<file path="config.mk">
export PLATFORM = sky130hd
export DESIGN_NAME = vrc_top
export DESIGN_NICKNAME = d
export VERILOG_FILES = /design/src/verilog/vrc_pkg.sv /design/src/verilog/vrc_top.sv
export SDC_FILE = /design/constraint.sdc
export NUM_CORES = 1
export LEC_CHECK = 0
export ABC_AREA = 1
export BUFFER_PORTS_ARGS = -buffer_cell sky130_fd_sc_hd__buf_2
export CAP_MARGIN = 5
export CORE_ASPECT_RATIO = 0.6
export CORE_UTILIZATION = 61
export CTS_BUF_LIST = sky130_fd_sc_hd__clkbuf_8
export DETAILED_ROUTE_END_ITERATION = 12
export PLACE_DENSITY = 0.81
export SLEW_MARGIN = 5
export SYNTH_ARGS = -nofsm -noshare
export SYNTH_HDL_FRONTEND = slang
export SYNTH_SLANG_ARGS = --single-unit
</file>
<file path="constraint.sdc">
create_clock -name CLK -period 8.8 [get_ports CLK]
set_input_delay 0.88 -clock CLK [delete_from_list [all_inputs] [get_ports CLK]]
set_output_delay 0.88 -clock CLK [all_outputs]
set_load 0.03 [all_outputs]
</file>
<file path="src/verilog/vrc_pkg.sv">
// Package for the voice recorder channel control block.
// Assumes a single 250 MHz clock and an APB master for software access.
package vrc_pkg;
    // Register byte offsets
    localparam logic [11:0] OFS_CTRL   = 12'h000;
    localparam logic [11:0] OFS_STATUS = 12'h004;
    localparam logic [11:0] OFS_CMD    = 12'h008;
    localparam logic [11:0] OFS_ADDR   = 12'h00C;
    localparam logic [11:0] OFS_VOICE  = 12'h010;
    // Control register fields
    localparam int CTRL_CHAN_LO  = 0;
    localparam int CTRL_WCNT_LO  = 3;
    localparam int CTRL_FLEX     = 5;
    localparam int CTRL_RATE     = 6;
    localparam int CTRL_VTRIG    = 7;
    localparam int CTRL_SLEEP    = 8;
    localparam int CTRL_DIR      = 9;
    localparam int CTRL_MCU      = 10;
    localparam int CTRL_MEMSEL   = 11;
    // Status nibble bit positions, top bit first
    localparam int ST_FULL   = 3;
    localparam int ST_WAIT   = 2;
    localparam int ST_ACTIVE = 1;
    localparam int ST_BUSY   = 0;
    // Sample rate dividers
    localparam logic [9:0] DIV_SLOW = 10'd768;
    localparam logic [9:0] DIV_FAST = 10'd512;
    // Memory geometry: addresses in 1Kbit words
    localparam logic [11:0] VOICE_BASE = 12'h008;
    localparam logic [11:0] MEM_MAX_256K = 12'h0FF;
    localparam logic [11:0] SAMPLES_PER_WORD = 12'd256;
    // Busy times
    localparam int BUSY_CMD_US  = 16;
    localparam int CLK_MHZ      = 250;
    localparam int BUSY_CMD_CYC = BUSY_CMD_US * CLK_MHZ;
    localparam int BUSY_RST_US  = 125;
    localparam int BUSY_RST_CYC = BUSY_RST_US * CLK_MHZ;
    // Command nibbles
    localparam logic [3:0] CMD_PAUSE = 4'h1;
    localparam logic [3:0] CMD_PLAY  = 4'h2;
    localparam logic [3:0] CMD_REC   = 4'h3;
    localparam logic [3:0] CMD_START = 4'h4;
    localparam logic [3:0] CMD_STOP  = 4'h5;
    localparam logic [3:0] CMD_SAMP  = 4'h6;
    localparam logic [3:0] CMD_CHAN  = 4'h7;

    typedef enum logic [4:0] {
        S_IDLE   = 5'b00001,
        S_VWAIT  = 5'b00010,
        S_RUN    = 5'b00100,
        S_PAUSE  = 5'b01000,
        S_SLEEP  = 5'b10000
    } vrc_state_t;

    typedef struct packed {
        logic       begin_p;
        logic       halt_p;
        logic       pause_p;
    } vrc_evt_t;
endpackage

</file>
<file path="src/verilog/vrc_top.sv">
// Channel control for an eight-channel ADPCM recorder.
// Assumes an APB master on CLK; stand-alone pins are asynchronous.
// Summary of operation
// - Direct and flex modes decode three select bits to eight channels.
// - Fixed mode decodes channels by word count: 8, 4 or 2.
// - Fixed mode region is memory above the voice base divided by word count.
// - Sleep policy low, stand-alone mode only: power down whenever idle.
// - Sleep policy high: power down only while reset held low.
// - Powered down: sample divider held at zero; control and addresses keep their values.
// - Sample rate is master clock divided by 768 or 512.
// - Direction high then begin pulse records until halt pulse.
// - Recording ends by itself at end of channel region.
// - Activity indicator high while recording or playing, not while paused or waiting for voice.
// - Direction low then begin plays; stops at length or halt.
// - Begin held low in playback repeats the message.
// - Pause suspends; begin resumes; halt ends.
// - Resuming a paused recording skips the voice trigger.
// - Voice trigger enabled: begin waits for voice, then records.
// - Halt during voice wait returns to idle.
// - Fixed re-record starts at the channel's own region start.
// - Flex channel n starts after stop of n-1, runs to memory end.
// - Chip-enable high ignores strobes and floats data pins.
// - Write strobe latches a nibble; read strobe drives status.
// - Status nibble: full, wait/pause, active, busy.
// - Busy high during reset sequence and command processing.
module vrc_top #(
    parameter int BUSY_CMD_CYC = vrc_pkg::BUSY_CMD_CYC,
    parameter int BUSY_RST_CYC = vrc_pkg::BUSY_RST_CYC
) (
    input  wire logic        CLK,
    input  wire logic        ARST_N,
    input  wire logic        PSEL,
    input  wire logic        PENABLE,
    input  wire logic        PWRITE,
    input  wire logic [11:0] PADDR,
    input  wire logic [31:0] PWDATA,
    output logic      [31:0] PRDATA,
    output logic             PREADY,
    output logic             PSLVERR,
    input  wire logic        BEGIN_PULSE_PIN_N,
    input  wire logic        HALT_PULSE_PIN_N,
    input  wire logic        PAUSE_PIN_N,
    input  wire logic        VOICE_DETECT,
    input  wire logic        CE_N,
    input  wire logic        WR_N,
    input  wire logic        RD_N,
    input  wire logic [3:0]  DATA_IN,
    output logic      [3:0]  DATA_OUT,
    output logic             DATA_OE_N,
    output logic             ACTIVITY_INDICATOR,
    output logic             POWER_DOWN,
    output logic             SAMPLE_TICK,
    output logic      [11:0] MEM_ADDR
);
    // Channel decode shared by the region and start address logic
    function automatic logic [2:0] chan_of(input logic [2:0] sel, input logic [1:0] wc, input logic flex);
        if (flex || wc == 2'b00)
            chan_of = sel;
        else if (wc == 2'b10)
            chan_of = {2'b00, sel[2]};
        else
            chan_of = {1'b0, sel[2:1]};
    endfunction

    logic [12:0] ctrl;
    logic [2:0]  s1, s2, s3, s3d;
    vrc_pkg::vrc_evt_t ev;
    vrc_pkg::vrc_state_t state;
    logic        rec_mode;
    logic        full;
    logic        busy;
    logic [31:0] busy_cnt;
    logic [9:0]  div_cnt;
    logic [11:0] addr;
    logic [11:0] stop_addr;
    logic [11:0] ch_stop [8];
    logic [2:0]  ch;
    logic [11:0] region_lo;
    logic [11:0] region_hi;
    logic [11:0] mem_max;
    logic [2:0]  ce_s, wr_s, rd_s, vd_s;
    logic        wr_hi;
    logic [3:0]  nib;
    logic        second;
    logic [3:0]  pend;

    // Begin, halt, pause: three stages, act when stages two and three agree
    always_ff @(posedge CLK or negedge ARST_N)
    begin
        if (!ARST_N)
        begin
            s1  <= 3'h7;
            s2  <= 3'h7;
            s3  <= 3'h7;
            s3d <= 3'h7;
        end
        else
        begin
            s1  <= {BEGIN_PULSE_PIN_N, HALT_PULSE_PIN_N, PAUSE_PIN_N};
            s2  <= s1;
            s3  <= s2;
            s3d <= s2 == s3 ? s3 : s3d;
        end
    end
    assign ev = vrc_pkg::vrc_evt_t'(~s3 & s3d & ~(s2 ^ s3));

    // Nibble bus strobes
    always_ff @(posedge CLK or negedge ARST_N)
    begin
        if (!ARST_N)
        begin
            ce_s <= 3'h7;
            wr_s <= 3'h7;
            rd_s <= 3'h7;
            vd_s <= 3'h0;
            wr_hi <= 1'b1;
        end
        else
        begin
            ce_s <= {ce_s[1:0], CE_N};
            wr_s <= {wr_s[1:0], WR_N};
            rd_s <= {rd_s[1:0], RD_N};
            vd_s <= {vd_s[1:0], VOICE_DETECT};
            wr_hi <= wr_s[2] == wr_s[1] ? wr_s[2] : wr_hi;
        end
    end
    logic wr_fall;
    logic cmd_begin;
    logic cmd_halt;
    logic cmd_pause;
    logic mcu;
    assign mcu     = ctrl[vrc_pkg::CTRL_MCU];
    assign wr_fall = mcu && !ce_s[2] && !ce_s[1] && wr_hi && !wr_s[2] && !wr_s[1];
    assign cmd_begin = wr_fall && !second && nib == vrc_pkg::CMD_START;
    assign cmd_halt  = wr_fall && !second && nib == vrc_pkg::CMD_STOP;
    assign cmd_pause = wr_fall && !second && nib == vrc_pkg::CMD_PAUSE;
    assign nib = DATA_IN;

    logic do_begin;
    logic do_halt;
    logic do_pause;
    logic begin_held;
    assign do_begin   = mcu ? cmd_begin : ev.begin_p;
    assign do_halt    = mcu ? cmd_halt  : ev.halt_p;
    assign do_pause   = mcu ? cmd_pause : ev.pause_p;
    assign begin_held = !mcu && !s3[2] && !s2[2];

    // Nibble command latch and busy timer
    always_ff @(posedge CLK or negedge ARST_N)
    begin
        if (!ARST_N)
        begin
            second   <= 1'b0;
            pend     <= 4'h0;
            busy     <= 1'b1;
            busy_cnt <= 32'(BUSY_RST_CYC);
        end
        else
        begin
            if (wr_fall)
            begin
                busy     <= 1'b1;
                busy_cnt <= 32'(BUSY_CMD_CYC);
                second   <= !second && (nib == vrc_pkg::CMD_SAMP || nib == vrc_pkg::CMD_CHAN);
                pend     <= nib;
            end
            else if (busy_cnt != 32'h0)
                busy_cnt <= busy_cnt - 32'h1;
            else
                busy <= 1'b0;
        end
    end

    // Control register, also loaded by two-nibble commands
    always_ff @(posedge CLK or negedge ARST_N)
    begin
        if (!ARST_N)
            ctrl <= 13'h0;
        else if (PSEL && PENABLE && PWRITE && PADDR == vrc_pkg::OFS_CTRL)
            ctrl <= PWDATA[12:0];
        else if (wr_fall && second && pend == vrc_pkg::CMD_SAMP)
        begin
            ctrl[vrc_pkg::CTRL_WCNT_LO +: 2] <= nib[3:2];
            ctrl[vrc_pkg::CTRL_RATE]         <= nib[1];
        end
        else if (wr_fall && second && pend == vrc_pkg::CMD_CHAN)
            ctrl[vrc_pkg::CTRL_CHAN_LO +: 3] <= nib[2:0];
        else if (wr_fall && !second && nib == vrc_pkg::CMD_REC)
            ctrl[vrc_pkg::CTRL_DIR] <= 1'b1;
        else if (wr_fall && !second && nib == vrc_pkg::CMD_PLAY)
            ctrl[vrc_pkg::CTRL_DIR] <= 1'b0;
    end

    // Geometry: memory end, channel region bounds
    logic [1:0]  wc;
    logic        flex;
    logic [11:0] span;
    assign wc      = ctrl[vrc_pkg::CTRL_WCNT_LO +: 2];
    assign flex    = ctrl[vrc_pkg::CTRL_FLEX] || wc == 2'b11;
    assign mem_max = ctrl[vrc_pkg::CTRL_MEMSEL +: 2] == 2'b00 ? vrc_pkg::MEM_MAX_256K
                   : 12'((vrc_pkg::MEM_MAX_256K + 12'h1) * (12'h1 << ctrl[vrc_pkg::CTRL_MEMSEL +: 2]) - 12'h1);
    assign ch      = chan_of(ctrl[vrc_pkg::CTRL_CHAN_LO +: 3], wc, flex);
    assign span    = wc == 2'b10 ? 12'((mem_max + 12'h1 - vrc_pkg::VOICE_BASE) >> 1)
                   : wc == 2'b01 ? 12'((mem_max + 12'h1 - vrc_pkg::VOICE_BASE) >> 2)
                   : 12'((mem_max + 12'h1 - vrc_pkg::VOICE_BASE) >> 3);
    always_comb
    begin
        if (flex)
        begin
            region_lo = ch == 3'h0 ? vrc_pkg::VOICE_BASE : 12'(ch_stop[ch - 3'h1] + 12'h1);
            region_hi = mem_max;
        end
        else
        begin
            region_lo = 12'(vrc_pkg::VOICE_BASE + span * 12'(ch));
            region_hi = 12'(region_lo + span - 12'h1);
        end
    end

    // Sample rate divider, stopped while asleep
    logic tick;
    assign tick = div_cnt == 10'h0;
    always_ff @(posedge CLK or negedge ARST_N)
    begin
        if (!ARST_N)
            div_cnt <= 10'h0;
        else if (state == vrc_pkg::S_SLEEP)
            div_cnt <= 10'h0;
        else if (tick)
            div_cnt <= ctrl[vrc_pkg::CTRL_RATE] ? vrc_pkg::DIV_FAST - 10'h1 : vrc_pkg::DIV_SLOW - 10'h1;
        else
            div_cnt <= div_cnt - 10'h1;
    end

    // Sequencer: one address step per sample tick
    logic end_reached;
    logic sleep_now;
    assign end_reached = tick && (rec_mode ? addr >= region_hi : addr >= stop_addr);
    assign sleep_now   = !mcu && !ctrl[vrc_pkg::CTRL_SLEEP];
    always_ff @(posedge CLK or negedge ARST_N)
    begin
        if (!ARST_N)
        begin
            state     <= vrc_pkg::S_SLEEP;
            rec_mode  <= 1'b0;
            full      <= 1'b0;
            addr      <= vrc_pkg::VOICE_BASE;
            stop_addr <= vrc_pkg::VOICE_BASE;
            for (int i = 0; i < 8; i++)
                ch_stop[i] <= vrc_pkg::VOICE_BASE;
        end
        else
        begin
            case (state)
                vrc_pkg::S_SLEEP, vrc_pkg::S_IDLE:
                begin
                    if (do_begin || (begin_held && !ctrl[vrc_pkg::CTRL_DIR]))
                    begin
                        full      <= 1'b0;
                        rec_mode  <= ctrl[vrc_pkg::CTRL_DIR];
                        addr      <= region_lo;
                        stop_addr <= ch_stop[ch];
                        if (ctrl[vrc_pkg::CTRL_DIR] && ctrl[vrc_pkg::CTRL_VTRIG])
                            state <= vrc_pkg::S_VWAIT;
                        else
                            state <= vrc_pkg::S_RUN;
                    end
                    else if (sleep_now)
                        state <= vrc_pkg::S_SLEEP;
                    else
                        state <= vrc_pkg::S_IDLE;
                end
                vrc_pkg::S_VWAIT:
                begin
                    if (do_halt)
                        state <= vrc_pkg::S_IDLE;
                    else if (vd_s[2] && vd_s[1])
                        state <= vrc_pkg::S_RUN;
                end
                vrc_pkg::S_RUN:
                begin
                    if (do_halt || end_reached)
                    begin
                        if (rec_mode)
                        begin
                            ch_stop[ch] <= addr;
                            full        <= end_reached;
                        end
                        if (!rec_mode && !do_halt && begin_held)
                            addr <= region_lo;
                        else
                            state <= vrc_pkg::S_IDLE;
                    end
                    else if (do_pause)
                        state <= vrc_pkg::S_PAUSE;
                    else if (tick)
                        addr <= addr + 12'h1;
                end
                vrc_pkg::S_PAUSE:
                begin
                    if (do_halt)
                    begin
                        if (rec_mode)
                            ch_stop[ch] <= addr;
                        state <= vrc_pkg::S_IDLE;
                    end
                    else if (do_begin)
                        state <= vrc_pkg::S_RUN;
                end
                default:
                    state <= vrc_pkg::S_SLEEP;
            endcase
        end
    end

    // Nibble read path and outputs, all from flip-flops
    logic [3:0] status;
    assign status = {full, state == vrc_pkg::S_VWAIT || state == vrc_pkg::S_PAUSE,
                     state == vrc_pkg::S_RUN || state == vrc_pkg::S_PAUSE, busy};
    always_ff @(posedge CLK or negedge ARST_N)
    begin
        if (!ARST_N)
        begin
            DATA_OUT           <= 4'h0;
            DATA_OE_N          <= 1'b1;
            ACTIVITY_INDICATOR <= 1'b0;
            POWER_DOWN         <= 1'b1;
            SAMPLE_TICK        <= 1'b0;
            MEM_ADDR           <= 12'h0;
        end
        else
        begin
            DATA_OUT           <= status;
            DATA_OE_N          <= !(mcu && !ce_s[2] && !rd_s[2]);
            ACTIVITY_INDICATOR <= state == vrc_pkg::S_RUN;
            POWER_DOWN         <= state == vrc_pkg::S_SLEEP;
            SAMPLE_TICK        <= tick && state == vrc_pkg::S_RUN;
            MEM_ADDR           <= addr;
        end
    end

    // APB slave: zero wait states, unmapped reads zero with error
    logic mapped;
    assign mapped = PADDR == vrc_pkg::OFS_CTRL || PADDR == vrc_pkg::OFS_STATUS ||
                    PADDR == vrc_pkg::OFS_ADDR || PADDR == vrc_pkg::OFS_CMD || PADDR == vrc_pkg::OFS_VOICE;
    always_ff @(posedge CLK or negedge ARST_N)
    begin
        if (!ARST_N)
        begin
            PRDATA  <= 32'h0;
            PREADY  <= 1'b0;
            PSLVERR <= 1'b0;
        end
        else
        begin
            PREADY  <= PSEL && !PENABLE;
            PSLVERR <= PSEL && !PENABLE && !mapped;
            case (PADDR)
                vrc_pkg::OFS_CTRL:   PRDATA <= {19'h0, ctrl};
                vrc_pkg::OFS_STATUS: PRDATA <= {23'h0, state, status};
                vrc_pkg::OFS_ADDR:   PRDATA <= {4'h0, region_lo, 4'h0, addr};
                vrc_pkg::OFS_VOICE:  PRDATA <= {20'h0, stop_addr};
                default:             PRDATA <= 32'h0;
            endcase
        end
    end
endmodule

</file>
==> results.toml <==
[synth]
yosysUniqueCellTypes = 58
syn_avg_cell_area_um2 = 7.89
yosys.area_share.simple_pct = 25.3
synth_top_family_by_area = "simple AND/OR/NAND/NOR gates"
yosysMostFrequentCell = "nand2_1"
ys_top_cells_by_count = "nand2_1 (442), inv_1 (272), dfrtp_1 (217)"
synth-seq-cells = 260
synthXorXnorAreaFrac_pct = 1.55
muxShareOfSynthArea_pct = 0
synthTopCellsByArea = "dfrtp_1 (34%), nand2_1 (10%), dfstp_2 (7.1%), inv_1 (6.4%), ha_1 (5.4%)"
yosys.area.top_type_share_pct = 34.1
netlist_area_mm2 = 0.0159
synthAdderAreaFrac_pct = 6.86
synth_top_area_cell = "dfrtp_1"
synth_edf_count = 0
async_flop_share_pct = 100
synth_flop_cell = "dfrtp_1"
yosysSeqAreaShare_pct = 41.1
synth-compound-area-share_pct = 14.7
synthCells = 2020
yosys_warnings = 0

[worst_setup_path]
worstSetupStartpointType = "register"
cp_common_cell = "nand2_1"
arrival_ns = 8.82
required_ns = 9.31
crit_fanout = 15
worstSetupPathType = "register to register"
end_kind = "register"
slowest_stage = "a21oi_1"
slowest_delay_ns = 0.74

[clock_network]
path_clk_slew_ns = 0.07
htree_levels = 2
cts_tree = "yes"
ctsHoldBuffers = 0
postCtsSetupRepairBufs = 0
numCtsBuffers = 39
clk_path_buf_depth = 3
cts.repair.resized = 0
cts-root-buf = "clkbuf_8"
clock-sinks = 260
clock_latency_ns = 0.60

[die]
io_pins = 114
core_area_mm2 = 0.0254
die_area_mm2 = 0.0268
dieWidth_um = 211
die_h_um = 127
placementRows = 45
start_util_pct = 62.6

[sta]
worst_pin_slew_ns = 1.15
finalSetupViolCount = 0
rsz0062_at_grt = "no"
finalCriticalPeriod_ns = 8.31
max_freq_ghz = 0.120
hold_ws_ns = 0.353
slew_viol_final = 0
skew_ns = 0.0286
hold_viol_final = 0
fin_tns_setup_ns = 0
slew_headroom_pct = 23.0
timing.final.crit_share_pct = 94.4

[pwr]
combPwrFrac_pct = 36.7
power_uw = 4270
cellLeakagePower_uw = 0.00877
net-switching-power_uw = 1780
clkPwrFrac_pct = 25.7
p_seq_share_pct = 37.6
power.internal_uw = 2490
power_density_mw_per_mm2 = 245
ir_drop_uv = 152
switching_share_pct = 41.7

[routing]
vias = 14200
via_per_inst = 5.74
ant_nets = 0
dr.first_iter.drc_count = 1527
drtPass1Iterations = 5
wire_per_inst_um = 17.7
drc = 0
drt-total-wl_um = 43900

[cells_and_area]
final_cells = 2477
area_delta_synth_final_pct = 9.29
fin_nets = 2234
diodes = 0
layout-drive-gt1-share_pct = 17.2
fill_cells = 2106

[grt]
met3_usage_pct = 9.37
grt_use_met2_pct = 48.4
grt_most_used_layer = "met1"
antenna_found_initial = 0
overflow = 0
use_met1_pct = 48.6
track_usage_pct = 33.4
grt_pass1_wl_um = 69100
grt_pass1_vias = 13200
grt_max_degree = 137

[job]
maxCapViolations = 0

[place]
placedCellCount = 2405
post-dp-hpwl_um = 31600
gp_congestion = 0.961
portBuffers = 87

[worst_hold_path]
min_path_type = "register to register"

[status]
status = "finished clean"
cells in the final DEF, fill, tap and decap left out, drive strengths merged, types with 36 or more instances in the layout:
cell type | netlist | routed
a21oi | 78 | 78
buf | 62 | 115
clkbuf | 27 | 52
dfrtp | 217 | 217
dfstp | 43 | 43
ha | 69 | 69
inv | 282 | 292
nand2 | 466 | 466
nand3 | 142 | 142
nor2 | 200 | 200
o21ai | 232 | 232
o22ai | 36 | 36
cell families (layout without fill, tap and decap cells):
logic type	Yosys count	in the layout
AOI/OAI and AO/OA	385	385
xor gates and xnor gates	26	26
adders and majority gates	81	81
buffers and inverters	376	474
DFF	260	260
other	2	9
and+or+nand+nor	890	890
layer usage:
metal / routed length, um / up-vias
met5: 54 / -
met2: 18100 / 786
li1: - / 6693
met4: 1050 / 2
met1: 19000 / 6658
met3: 5670 / 84
per-stage QoR:
| stage | setup WS (ns) | cell area [um^2] | utilization, % |
|---|---|---|---|
| 6_report | 0.492 | 17400 | 68.5 |
| 2_1_floorplan | 1.94 | 16000 | - |
| 5_1_grt | 0.0250 | 17400 | 68.5 |
| 3_3_place_gp | 1.04 | 16600 | 65.1 |
| 4_1_cts | 0.786 | 17400 | 68.5 |
| 3_5_place_dp | 0.894 | 16600 | 65.1 |
power by group through the flow:
stage / clock [uW] / sequential (uW) / combinational (uW)
global placement: 0 / 1610 / 1470
floorplan: 0 / 1540 / 1170
finish: 1100 / 1610 / 1570
detailed placement: 0 / 1620 / 1530
global route: 1160 / 1630 / 1750
CTS: 1110 / 1600 / 1540
cell type report:
class,instances,area (um^2),share of cell area (%)
multi-input cells,1391,7750,44.5
flip-flops and latches,260,6560,37.6
inverters,287,1080,6.20
repair buffers,115,731,4.19
clock buffers,52,716,4.11
well taps,352,440,2.53
clock inverters,20,150,0.862
path summary, 6_finish.rpt:
kind,from,to,slack (ns),cells after the start
worst max-delay path,ctrl[3]$_DFFE_PN0P_,addr[2]$_DFFE_PN0P_,0.49,40
worst min-delay path,rd_s[0]$_DFF_PN1_,rd_s[1]$_DFF_PN1_,0.35,0
worst max register to register,ctrl[3]$_DFFE_PN0P_,addr[2]$_DFFE_PN0P_,0.49,40
worst min register to register,rd_s[0]$_DFF_PN1_,rd_s[1]$_DFF_PN1_,0.35,0
max in group asynchronous,ARST_N,busy_cnt[10]$_DFFE_PN0P_,6.90,2
min in group asynchronous,ARST_N,ch_stop[37]$_DFFE_PN0P_,0.44,1
sequential cells by signal (all words and copies together), names as in the netlist, 3 cells and up:
signal and count:
ch_stop 96, busy_cnt 32, PRDATA 25, ctrl 13
MEM_ADDR 12, addr 12, stop_addr 12, div_cnt 10
state 5, DATA_OUT 4, pend 4, ce_s 3
rd_s 3, s1 3, s2 3, s3 3
s3d 3, vd_s 3, wr_s 3
worst max-delay path: cells and delay by family, from the launching register on:
kind	cells	cell delay, ns
adders and majority gates	8	2.43
xor gates and xnor gates	1	0.16
AOI/OAI and AO/OA	10	2.80
and+or+nand+nor	16	1.77
buffers and inverters	5	0.59
DFF	1	0.44
(Power assumes the default switching activity.)
